`src/prm_pkg.sv`:
```
// Contract
// - Hold request stable while waitrequest high.
// - Control logic drives address, byteenable, read.
// - Issue a read every unstalled cycle.
// - FIFO written only on readdatavalid.
// - Stop reading at FIFO fill threshold.
// - Word-aligned consecutive full-word reads only.
// - Launch loads start address and length.
// - Read continuously from next cycle until length zero.
// - Each posted read: address plus four, length minus four.
// - Counters update only on posted read, length nonzero.
// - Posted means read high, waitrequest low.
// - Outstanding counter tracks posted versus returned reads.
// - Outstanding reads never exceed free FIFO space.
// - Done only when length and outstanding are zero.
package prm_pkg;

  localparam int ADDR_W       = 32;
  localparam int DATA_W       = 32;
  localparam int LEN_W        = 32;
  localparam int WORD_BYTES   = 4;
  localparam int FIFO_DEPTH   = 16;
  localparam int FIFO_AW      = 4;
  localparam logic [ADDR_W-1:0] ADDR_RST = 32'h0000_0000;
  localparam logic [LEN_W-1:0]  LEN_RST  = 32'h0000_0000;

  // --------------------------------------------------------------------------
  // Register map of the control port
  // --------------------------------------------------------------------------
  localparam logic [3:0] OFS_START  = 4'h0;
  localparam logic [3:0] OFS_LENGTH = 4'h4;
  localparam logic [3:0] OFS_CTRL   = 4'h8;
  localparam logic [3:0] OFS_STATUS = 4'hc;
  localparam logic [3:0] OFS_IRQ    = 4'h0;
  localparam logic [3:0] OFS_MASK   = 4'h4;
  localparam int CTRL_LAUNCH_BIT = 0;
  localparam int STAT_DONE_BIT   = 0;
  localparam int STAT_BUSY_BIT   = 1;
  localparam int IRQ_DONE_BIT    = 0;
  localparam int IRQ_REJECT_BIT  = 1;
  localparam int IRQ_W           = 2;

endpackage

```
`src/prm_fifo.sv`:
```
`timescale 1ns/1ps
module prm_fifo #(
  parameter int WIDTH = 32,
  parameter int AW    = 4
) (
  // Clock and reset
  input  wire logic             clk,
  input  wire logic             rst,
  // Write side
  input  wire logic             wr_valid,
  input  wire logic [WIDTH-1:0] wr_data,
  // Read side
  output logic                  rd_valid,
  input  wire logic             rd_ready,
  output logic      [WIDTH-1:0] rd_data,
  // Fill level
  output logic      [AW:0]      level
);

  logic [WIDTH-1:0] mem_reg [2**AW];
  logic [AW-1:0]    wp_reg;
  logic [AW-1:0]    wp_next;
  logic [AW-1:0]    rp_reg;
  logic [AW-1:0]    rp_next;
  logic [AW:0]      cnt_reg;
  logic [AW:0]      cnt_next;
  logic             do_wr;
  logic             do_rd;

  // A write into a full FIFO is dropped; the master's throttle keeps that from happening.
  always_comb
  begin
    do_wr    = wr_valid && (cnt_reg != (AW+1)'(2**AW));
    do_rd    = rd_ready && (cnt_reg != '0);
    wp_next  = do_wr ? wp_reg + 1'b1 : wp_reg;
    rp_next  = do_rd ? rp_reg + 1'b1 : rp_reg;
    cnt_next = cnt_reg + (AW+1)'(do_wr) - (AW+1)'(do_rd);
  end

  always_ff @(posedge clk)
  begin
    if (rst)
    begin
      wp_reg  <= '0;
      rp_reg  <= '0;
      cnt_reg <= '0;
    end
    else
    begin
      wp_reg  <= wp_next;
      rp_reg  <= rp_next;
      cnt_reg <= cnt_next;
    end
  end

  always_ff @(posedge clk)
  begin
    if (do_wr)
      mem_reg[wp_reg] <= wr_data;
  end

  assign rd_valid = (cnt_reg != '0);
  assign rd_data  = mem_reg[rp_reg];
  assign level    = cnt_reg;

endmodule

```
`src/prm_read_master.sv`:
```
`timescale 1ns/1ps
module prm_read_master #(
  parameter int AW        = prm_pkg::ADDR_W,
  parameter int DW        = prm_pkg::DATA_W,
  parameter int LW        = prm_pkg::LEN_W,
  parameter int FIFO_AW   = prm_pkg::FIFO_AW,
  parameter int THRESHOLD = prm_pkg::FIFO_DEPTH
) (
  // Clock and reset
  input  wire logic            clk,
  input  wire logic            rst,
  // Register port
  input  wire logic [3:0]      reg_addr,
  input  wire logic [31:0]     reg_wdata,
  input  wire logic            reg_wr,
  input  wire logic            reg_rd,
  output logic      [31:0]     reg_rdata,
  // Interrupt
  output logic                 irq,
  // Memory-mapped read bus
  output logic      [AW-1:0]   address,
  output logic      [DW/8-1:0] byteenable,
  output logic                 read,
  input  wire logic            waitrequest,
  input  wire logic [DW-1:0]   readdata,
  input  wire logic            readdatavalid,
  // Data stream out
  output logic                 out_valid,
  input  wire logic            out_ready,
  output logic      [DW-1:0]   out_data
);

  localparam logic [LW-1:0] STEP = LW'(prm_pkg::WORD_BYTES);

  // --------------------------------------------------------------------------
  // State
  // --------------------------------------------------------------------------
  logic [AW-1:0]      start_reg;
  logic [AW-1:0]      start_next;
  logic [LW-1:0]      length_cfg_reg;
  logic [LW-1:0]      length_cfg_next;
  logic [AW-1:0]      addr_reg;
  logic [AW-1:0]      addr_next;
  logic [LW-1:0]      len_reg;
  logic [LW-1:0]      len_next;
  logic [FIFO_AW:0]   pend_reg;
  logic [FIFO_AW:0]   pend_next;
  logic               done_reg;
  logic               done_next;
  logic [prm_pkg::IRQ_W-1:0] irq_stat_reg;
  logic [prm_pkg::IRQ_W-1:0] irq_stat_next;
  logic [prm_pkg::IRQ_W-1:0] irq_mask_reg;
  logic [prm_pkg::IRQ_W-1:0] irq_mask_next;
  logic [31:0]        rdata_reg;
  logic [31:0]        rdata_next;
  logic               irq_sel_reg;
  logic               irq_sel_next;

  logic [FIFO_AW:0]   fifo_level;
  logic               busy;
  logic               launch_req;
  logic               launch;
  logic               posted;
  logic               room;
  logic [FIFO_AW+1:0] committed;

  // --------------------------------------------------------------------------
  // Read data buffer
  // --------------------------------------------------------------------------
  prm_fifo #(
    .WIDTH (DW),
    .AW    (FIFO_AW)
  ) u_fifo (
    .clk      (clk),
    .rst      (rst),
    .wr_valid (readdatavalid),
    .wr_data  (readdata),
    .rd_valid (out_valid),
    .rd_ready (out_ready),
    .rd_data  (out_data),
    .level    (fifo_level)
  );

  // --------------------------------------------------------------------------
  // Bus request and counters
  // --------------------------------------------------------------------------
  // Data already buffered plus reads still in flight must leave room for one
  // more word, so a full stream of returns can never overflow the buffer.
  always_comb
  begin
    busy       = (len_reg != '0) || (pend_reg != '0);
    launch_req = reg_wr && (reg_addr == prm_pkg::OFS_CTRL) && reg_wdata[prm_pkg::CTRL_LAUNCH_BIT];
    launch     = launch_req && !busy;
    committed  = (FIFO_AW+2)'(fifo_level) + (FIFO_AW+2)'(pend_reg);
    room       = committed < (FIFO_AW+2)'(THRESHOLD);
    // Read stays up under waitrequest because len_reg and addr_reg only move on a post.
    read       = (len_reg != '0) && room;
    posted     = read && !waitrequest;
    addr_next  = addr_reg;
    len_next   = len_reg;
    if (launch)
    begin
      addr_next = {start_reg[AW-1:2], 2'b00};
      len_next  = length_cfg_reg;
    end
    else if (posted && (len_reg != '0))
    begin
      addr_next = addr_reg + AW'(STEP);
      len_next  = (len_reg < STEP) ? '0 : len_reg - STEP;
    end
    pend_next = pend_reg;
    if (posted && !readdatavalid)
      pend_next = pend_reg + 1'b1;
    else if (!posted && readdatavalid && (pend_reg != '0))
      pend_next = pend_reg - 1'b1;
    done_next = done_reg;
    if (launch)
      done_next = 1'b0;
    else if (len_next == '0 && pend_next == '0 && busy)
      done_next = 1'b1;
  end

  assign address    = addr_reg;
  assign byteenable = '1;

  always_ff @(posedge clk)
  begin
    if (rst)
    begin
      addr_reg <= prm_pkg::ADDR_RST;
      len_reg  <= prm_pkg::LEN_RST;
      pend_reg <= '0;
      done_reg <= 1'b0;
    end
    else
    begin
      addr_reg <= addr_next;
      len_reg  <= len_next;
      pend_reg <= pend_next;
      done_reg <= done_next;
    end
  end

  // --------------------------------------------------------------------------
  // Register port
  // --------------------------------------------------------------------------
  // Word registers sit at offsets 0..c; the whole of reg_addr selects, bit 0 of ctrl
  // is launch. Interrupt status and mask live in a second page chosen by the
  // lower offsets 0 and 4 being shared with start and length, so they are read through ctrl bit 31; the mask is written at offset c.
  always_comb
  begin
    start_next      = start_reg;
    length_cfg_next = length_cfg_reg;
    irq_mask_next   = irq_mask_reg;
    irq_sel_next    = irq_sel_reg;
    irq_stat_next   = irq_stat_reg;
    rdata_next      = 32'h0000_0000;
    if (reg_wr)
    begin
      unique case (reg_addr)
        prm_pkg::OFS_START:  start_next      = reg_wdata[AW-1:0];
        prm_pkg::OFS_LENGTH: length_cfg_next = reg_wdata[LW-1:0];
        prm_pkg::OFS_CTRL:   irq_sel_next    = reg_wdata[31];
        prm_pkg::OFS_STATUS: irq_mask_next   = reg_wdata[prm_pkg::IRQ_W-1:0];
        default:             irq_sel_next    = irq_sel_reg;
      endcase
    end
    if (reg_rd)
    begin
      unique case (reg_addr)
        prm_pkg::OFS_START:  rdata_next = irq_sel_reg ? 32'(irq_stat_reg) : 32'(start_reg);
        prm_pkg::OFS_LENGTH: rdata_next = irq_sel_reg ? 32'(irq_mask_reg) : 32'(len_reg);
        prm_pkg::OFS_CTRL:   rdata_next = {irq_sel_reg, 15'h0000, 16'(pend_reg)};
        prm_pkg::OFS_STATUS: rdata_next = {30'h0000_0000, busy, done_reg};
        default:             rdata_next = 32'h0000_0000;
      endcase
      if (irq_sel_reg && reg_addr == prm_pkg::OFS_IRQ)
        irq_stat_next = '0;
    end
    // A completion or refusal in the clearing cycle still lands.
    if (!done_reg && done_next)
      irq_stat_next[prm_pkg::IRQ_DONE_BIT] = 1'b1;
    if (launch_req && busy)
      irq_stat_next[prm_pkg::IRQ_REJECT_BIT] = 1'b1;
  end

  always_ff @(posedge clk)
  begin
    if (rst)
    begin
      start_reg      <= prm_pkg::ADDR_RST;
      length_cfg_reg <= prm_pkg::LEN_RST;
      irq_stat_reg   <= '0;
      irq_mask_reg   <= '0;
      irq_sel_reg    <= 1'b0;
      rdata_reg      <= 32'h0000_0000;
    end
    else
    begin
      start_reg      <= start_next;
      length_cfg_reg <= length_cfg_next;
      irq_stat_reg   <= irq_stat_next;
      irq_mask_reg   <= irq_mask_next;
      irq_sel_reg    <= irq_sel_next;
      rdata_reg      <= rdata_next;
    end
  end

  assign reg_rdata = rdata_reg;
  assign irq       = |(irq_stat_reg & irq_mask_reg);

endmodule

```
`config.mk`:
```
export PLATFORM = sky130hd
export DESIGN_NAME = prm_read_master
export DESIGN_NICKNAME = d
export VERILOG_FILES = /design/src/prm_pkg.sv /design/src/prm_fifo.sv /design/src/prm_read_master.sv
export SDC_FILE = /design/constraint.sdc
export NUM_CORES = 1
export LEC_CHECK = 0
export ABC_CLOCK_PERIOD_IN_PS = 9500
export BUFFER_PORTS_ARGS = -buffer_cell sky130_fd_sc_hd__buf_4
export CAP_MARGIN = 20
export CORE_UTILIZATION = 40
export DETAILED_ROUTE_END_ITERATION = 10
export PLACE_DENSITY_LB_ADDON = 0.15
export SYNTH_ARGS = -nofsm -noshare
export SYNTH_HDL_FRONTEND = slang
export SYNTH_SLANG_ARGS = --single-unit
```
`constraint.sdc`:
```
create_clock -name clk -period 9.5 [get_ports clk]
set_input_delay 1.9 -clock clk [delete_from_list [all_inputs] [get_ports clk]]
set_output_delay 1.9 -clock clk [all_outputs]
set_load 0.01 [all_outputs]
```
### After elaboration in Yosys (flattened, before gate mapping)

Memory sizes are Yosys's and may differ from the RTL's. A register that Yosys moved wholly into a read port is not among the register bits.
Index checks and enable logic that the tools add are counted.

| storage, ports and cells | value |
|---|---|
| word-level logic and storage cells | 95 |
| memories | 1 |
| register bits | 184 |
| bits in writable memories | 512 |
| bits of input ports | 75 |

Memories:

| memory | depth | bits a word | rd ports | clocked after memory_dff | wr ports | RTL line | text |
|---|---|---|---|---|---|---|---|
| u_fifo.mem_reg | 16 | 32 | 1 | 1 | 1 | prm_fifo.sv:20 | `logic [WIDTH-1:0] mem_reg [2**AW];` |

| cells by class | value |
|---|---|
| reduce and logical (&&, ||, !) cells | 42 |
| bitwise operators | 2 |
| mux-type cells | 20 |
| add/subtract/negate cells | 9 |
| order comparisons | 2 |
| eq/ne operators | 4 |

Operator list:

| cell | count |
|---|---|
| 32-bit two-way mux | 7 |
| 32-bit case mux with 4 select lines | 1 |
| 32-bit by 3-bit adder with 32-bit output, second input constant | 1 |
| 32-bit logical NOT | 1 |
| 32-bit by 3-bit less-than comparator with 1-bit output, second input constant | 1 |
| 32-bit nonzero test | 1 |
| 32-bit by 3-bit subtractor with 32-bit output, second input constant | 1 |
| 1-bit logical AND | 16 |
| 2-bit AND reduction | 6 |
| 5-bit two-way mux | 2 |
| 2-bit nonzero test | 5 |
| 5-bit nonzero test | 2 |
| 4-bit by 1-bit adder with 4-bit output, second input constant | 2 |
| 4-bit equality test, second input constant | 2 |
| 4-bit two-way mux | 2 |
| 5-bit by 5-bit adder with 6-bit output | 1 |
| 6-bit by 5-bit less-than comparator with 1-bit output, second input constant | 1 |
| 1-bit two-way mux | 6 |
| 2-bit OR reduction | 3 |
| 5-bit by 1-bit adder with 5-bit output | 1 |
| 5-bit by 1-bit adder with 5-bit output, second input constant | 1 |
| 1-bit logical NOT | 5 |
| 5-bit logical NOT | 1 |
| 5-bit inequality test, second input constant | 1 |
| other kinds (8) | 9 |

### Depth between registers and ports, before layout

| depth | value |
|---|---|
| word-level depth | 17 |
| depth in mapped cells | 15 |
| mapped depth without buffers | 14 |

### Cells and area by module

From an unflattened synthesis, not the netlist that was laid out.

| second synthesis, totals | value |
|---|---|
| cell total of the unflattened synthesis | 1923 |
| area, all modules | 27969.3 sq um |

By module, submodules not included:

| module | cells an instance | area an instance (sq um) | seq. area each (sq um) | instances |
|---|---|---|---|---|
| prm_fifo | 892 | 20015.4 | 15715.1 | 1 |
| prm_read_master | 1031 | 7953.9 | 3383.2 | 1 |

### Worst setup path after synthesis

No wires, ideal clock.

| timing path | value |
|---|---|
| path kind | in2reg |
| from | input port readdatavalid |
| to | memory u_fifo.mem_reg[3][0], enable pin |
| stages on the path | 4 |
| required time | 9.039 ns |
| path buffers | 0 |
| slack | 4.138 ns |
| data arrival time | 4.901 ns |
| setup time | 0.461 ns |
| cell sequence | inv_1 -> a31oi_1 -> nand2_1 -> nor3_1 |

| between the ends | value |
|---|---|
| word-level cells in the longest chain between the ends | 3 |

RTL lines:

| item | RTL line | text |
|---|---|---|
| start, declared | prm_read_master.sv:26 | `input wire logic readdatavalid,` |
| 1-bit logical AND | prm_fifo.sv:33 | `do_wr = wr_valid && (cnt_reg != (AW+1)'(2**AW));` |
| named net u_fifo.do_wr | prm_fifo.sv:27 | `logic do_wr;` |
| 1-bit two-way mux | prm_fifo.sv:58 | `if (do_wr)` |
| 1-bit two-way mux (not written as such) | prm_fifo.sv:59 | `mem_reg[wp_reg] <= wr_data;` |
| end, declared | prm_fifo.sv:20 |  |

The timed path passes the listed nets, and every way through them passes these cells.

==> flow_metrics.tcl <==
set metrics [dict create \
    fin_crit_sh_pct 60.3 \
    row_count 96 \
    clk_latency_ps 610 \
    die_w_um 267 \
    cts_resized 0 \
    root_buffer "clkbuf_16" \
    drt-total-wl_mm 71.1 \
    drc 0 \
    largest_reg_flops 512 \
    hold_viol_final 0 \
    clkTransAtPathRegs_ps 60 \
    gp_congestion 0.851 \
    fmax_mhz 174 \
    cts_tree "built" \
    path_buf_inv 3 \
    final.setup.worst_slack_ps 3770 \
    power_density_nw_per_um2 277 \
    slowest_delay_ps 830 \
    crit_path_cell_trace "buf_4 > buf_4 > mux4_2 > mux4_2 > buf_4" \
    port_buffers 171 \
    clk_path_buf_depth 3 \
    die_height_um 267 \
    worst-slew-pin-transition_ps 1080 \
    ys_seq_elements 698 \
    p_comb_share_pct 29.3 \
    min_delay_worst_endpoint "length_cfg_reg[24]$_SDFFE_PP0P_" \
    pre_cts_slack_ps 4260 \
    dp.cells 2849 \
    antenna_found_initial 2 \
    grt_max_degree 112 \
    drv_cap 0 \
    wire_per_inst_um 23.8 \
    firstDrtPassIters 5 \
    grt_pass1_wl_mm 105 \
    min_path_type "flop to flop" \
    end_kind "primary output" \
    vias_per_cell 5.56 \
    cts_setup_buffers 0 \
    power_frac_seq_pct 40.4 \
    overflow 0 \
    outcome "complete, no violations" \
    place_hpwl_mm 42.6 \
    slew_headroom_pct 27.8 \
    ys_types 77 \
    vdd.ir_drop.worst_mv 0.202 \
    first_global_vias 16400 \
    ctsHtreeMaxLevel 3 \
    vias 16600 \
    cp_max_fo 48 \
    seq_area_frac_synth_pct 68.0 \
    wl_met1_mm 31.3 \
    final_cells 2983 \
    critPathRequiredTime_ps 7600 \
    wl_met2_mm 33.9 \
    hold_depth 2 \
    r2r_cells 10 \
    yosys_warnings 0 \
    critical_path.top_delay_family "buffers and inverters" \
    r2r-start "pend_reg[2]$_SDFF_PP0_" \
    async_flop_share_pct 0 \
    detail-route-antenna-nets 0 \
    syn_to_final_growth_pct 16.7 \
    cts_made_buffers 75 \
    synth_area_per_cell_um2 15.4 \
    hp-start "length_cfg_reg[24]$_SDFFE_PP0P_" \
    crit_path_frequent_cell "buf_4" \
    crit_arrival_ps 3830 \
    synthCells 1820 \
    switchingPower_mw 2.95 \
    synth_area_um2 28100 \
    fp.coreArea_um2 69100 \
    power.leakage_nw 10.6 \
    highest_layer "met5" \
    swShare_pct 32.5 \
    tns_ps 0 \
    power_frac_clock_pct 30.3 \
    dominantRegCellSynth "edfxtp_1" \
    p_int_mw 6.13 \
    worst_path_max_delay_cell "dfxtp_4" \
    cp.depth 5 \
    nNetsFinal 2091 \
    finalPower_mw 9.08 \
    io_pins 178 \
    cts_num_sinks 698 \
    reg2reg_slack_ps 5130 \
    drt_first_iter_violations 1548 \
    die_area_um2 71300 \
    utilization_pct 47.5 \
    crit_type "flop to primary output" \
    drive_gt1_share_pct 25.8 \
    rr_endpoint "irq_stat_reg[0]$_SDFFE_PP0P_" \
    clock_skew_ps 23.5 \
    wl_met3_mm 4.14 \
    track_usage_pct 19.9 \
    fin_crit_ps 5730 \
    setup_viol 0 \
    n_fill_cell 5896 \
    cp-start-kind "flop" \
    drv_slew 0 \
    start_util_pct 40.7 \
    synth_edf_count 512 \
    rsz0062_at_grt "no" \
    hold_buffers 0 \
]
-- synth_stat cells, drive strengths merged, types with 3 or more instances --
cell type | instances | area (um^2)
a211oi | 18 | 145
a21o | 7 | 52.6
a21oi | 118 | 602
a221oi | 10 | 93.8
a22oi | 33 | 248
a31oi | 20 | 125
and2 | 7 | 43.8
and3 | 3 | 18.8
and4 | 6 | 52.6
buf | 39 | 231
clkbuf | 75 | 282
dfxtp | 186 | 3720
edfxtp | 512 | 15400
ha | 20 | 250
inv | 22 | 82.6
mux2 | 4 | 45.0
mux2i | 3 | 30.0
mux4 | 160 | 3600
nand2 | 205 | 772
nand3 | 33 | 178
nand3b | 5 | 37.5
nand4 | 16 | 121
nor2 | 119 | 447
nor2b | 13 | 81.3
nor3 | 28 | 156
nor3b | 5 | 37.5
nor4 | 31 | 300
nor4b | 3 | 56.3
o211ai | 8 | 65.1
o21ai | 28 | 151
o31ai | 3 | 22.5
o41ai | 3 | 26.3
or2 | 4 | 25.0
or3 | 11 | 68.8
or4 | 5 | 37.5
xnor2 | 15 | 131
xor2 | 12 | 105
-- cells in the final DEF, fill, tap and decap left out, drive strengths merged, types with 4 or more instances in the layout --
cell type and count:
a21oi 118, conb 6, a21o 7, nand2 205, nor3 28, nand3b 5, nand4 16, or4 5
mux4 160, nand3 33, clkbuf 100, or3 11, xnor2 15, dfxtp 186, o211ai 8, a31oi 20
ha 20, buf 208, and2 7, nor4 31, nor2 119, and4 6, a22oi 33, a221oi 10
mux2 4, xor2 12, or2 4, inv 25, nor3b 5, edfxtp 512, a211oi 18, nor2b 13
o21ai 28, clkinv 27
-- layer usage --
metal  up-vias  global-route usage (%)
li1       7439                       -
met5         -                       0
met3       103                    3.35
met4         2                    6.49
met2       602                    31.6
met1      8429                    28.0
-- per-stage QoR --
stage / instance area, um^2 / hold slack [ps]
floorplan: 28100 / 432
global placement: 30500 / 447
detailed placement: 30500 / 449
CTS: 32800 / 458
global route: 32800 / 473
finish: 32800 / 455
-- cells by family after synthesis --
logic type | count (synthesis) | share of synthesized area (%)
AO/OA/AOI/OAI | 267 | 6.10
XOR/XNOR | 27 | 0.842
adder cells (fa/ha/maj) | 21 | 0.962
buffers and inverters | 136 | 2.12
flip-flops | 698 | 68.0
multiplexers | 167 | 13.1
other | 2 | 0.0267
AND/OR/NAND/NOR | 502 | 8.90
-- power by group through the flow --
| stage | sequential (mW) | combinational (mW) | clock (mW) |
|---|---|---|---|
| final | 3.67 | 2.66 | 2.75 |
| after global routing | 3.69 | 2.87 | 2.94 |
| after CTS | 3.67 | 2.66 | 2.82 |
| after detailed placement | 3.73 | 2.65 | 0 |
| after global placement | 3.73 | 2.63 | 0 |
| after floorplan | 3.60 | 1.98 | 0 |
-- worst max-delay path by stage --
stage / end / startpoint / slack, ps
global route: out_data[29] / flop / 3590
detailed placement: irq_stat_reg[0]$_SDFFE_PP0P_ / reg_addr[1] / 4260
floorplan: u_fifo.mem_reg[3][0]$_DFFE_PP_ / readdatavalid / 4140
finish: out_data[29] / flop / 3770
CTS: out_data[29] / flop / 3640
global placement: out_data[11] / flop / 4310
-- final cells by class --
| cell class | count | area, um^2 | share of cell area (%) |
|---|---|---|---|
| clock buffers | 100 | 2050 | 6.26 |
| flip-flops and latches | 698 | 19100 | 58.3 |
| clock inverters | 33 | 253 | 0.771 |
| repair buffers | 208 | 1570 | 4.80 |
| inverters | 22 | 82.6 | 0.252 |
| well taps | 931 | 1160 | 3.55 |
| multi-input cells | 990 | 8550 | 26.1 |
| diodes | 1 | 2.50 | 0.00763 |
-- worst reg2reg max path: stages, from the launching register on --
cell and delay [ps]:
dfxtp_1 610, ha_1 320, and4_1 210, o21ai_1 290, and2_1 700, nand2_1 740
o41ai_1 570, o211ai_1 170, nor4_1 350, nand4_1 200, o21ai_1 170
Note: power is estimated with default switching activity, not from simulation.
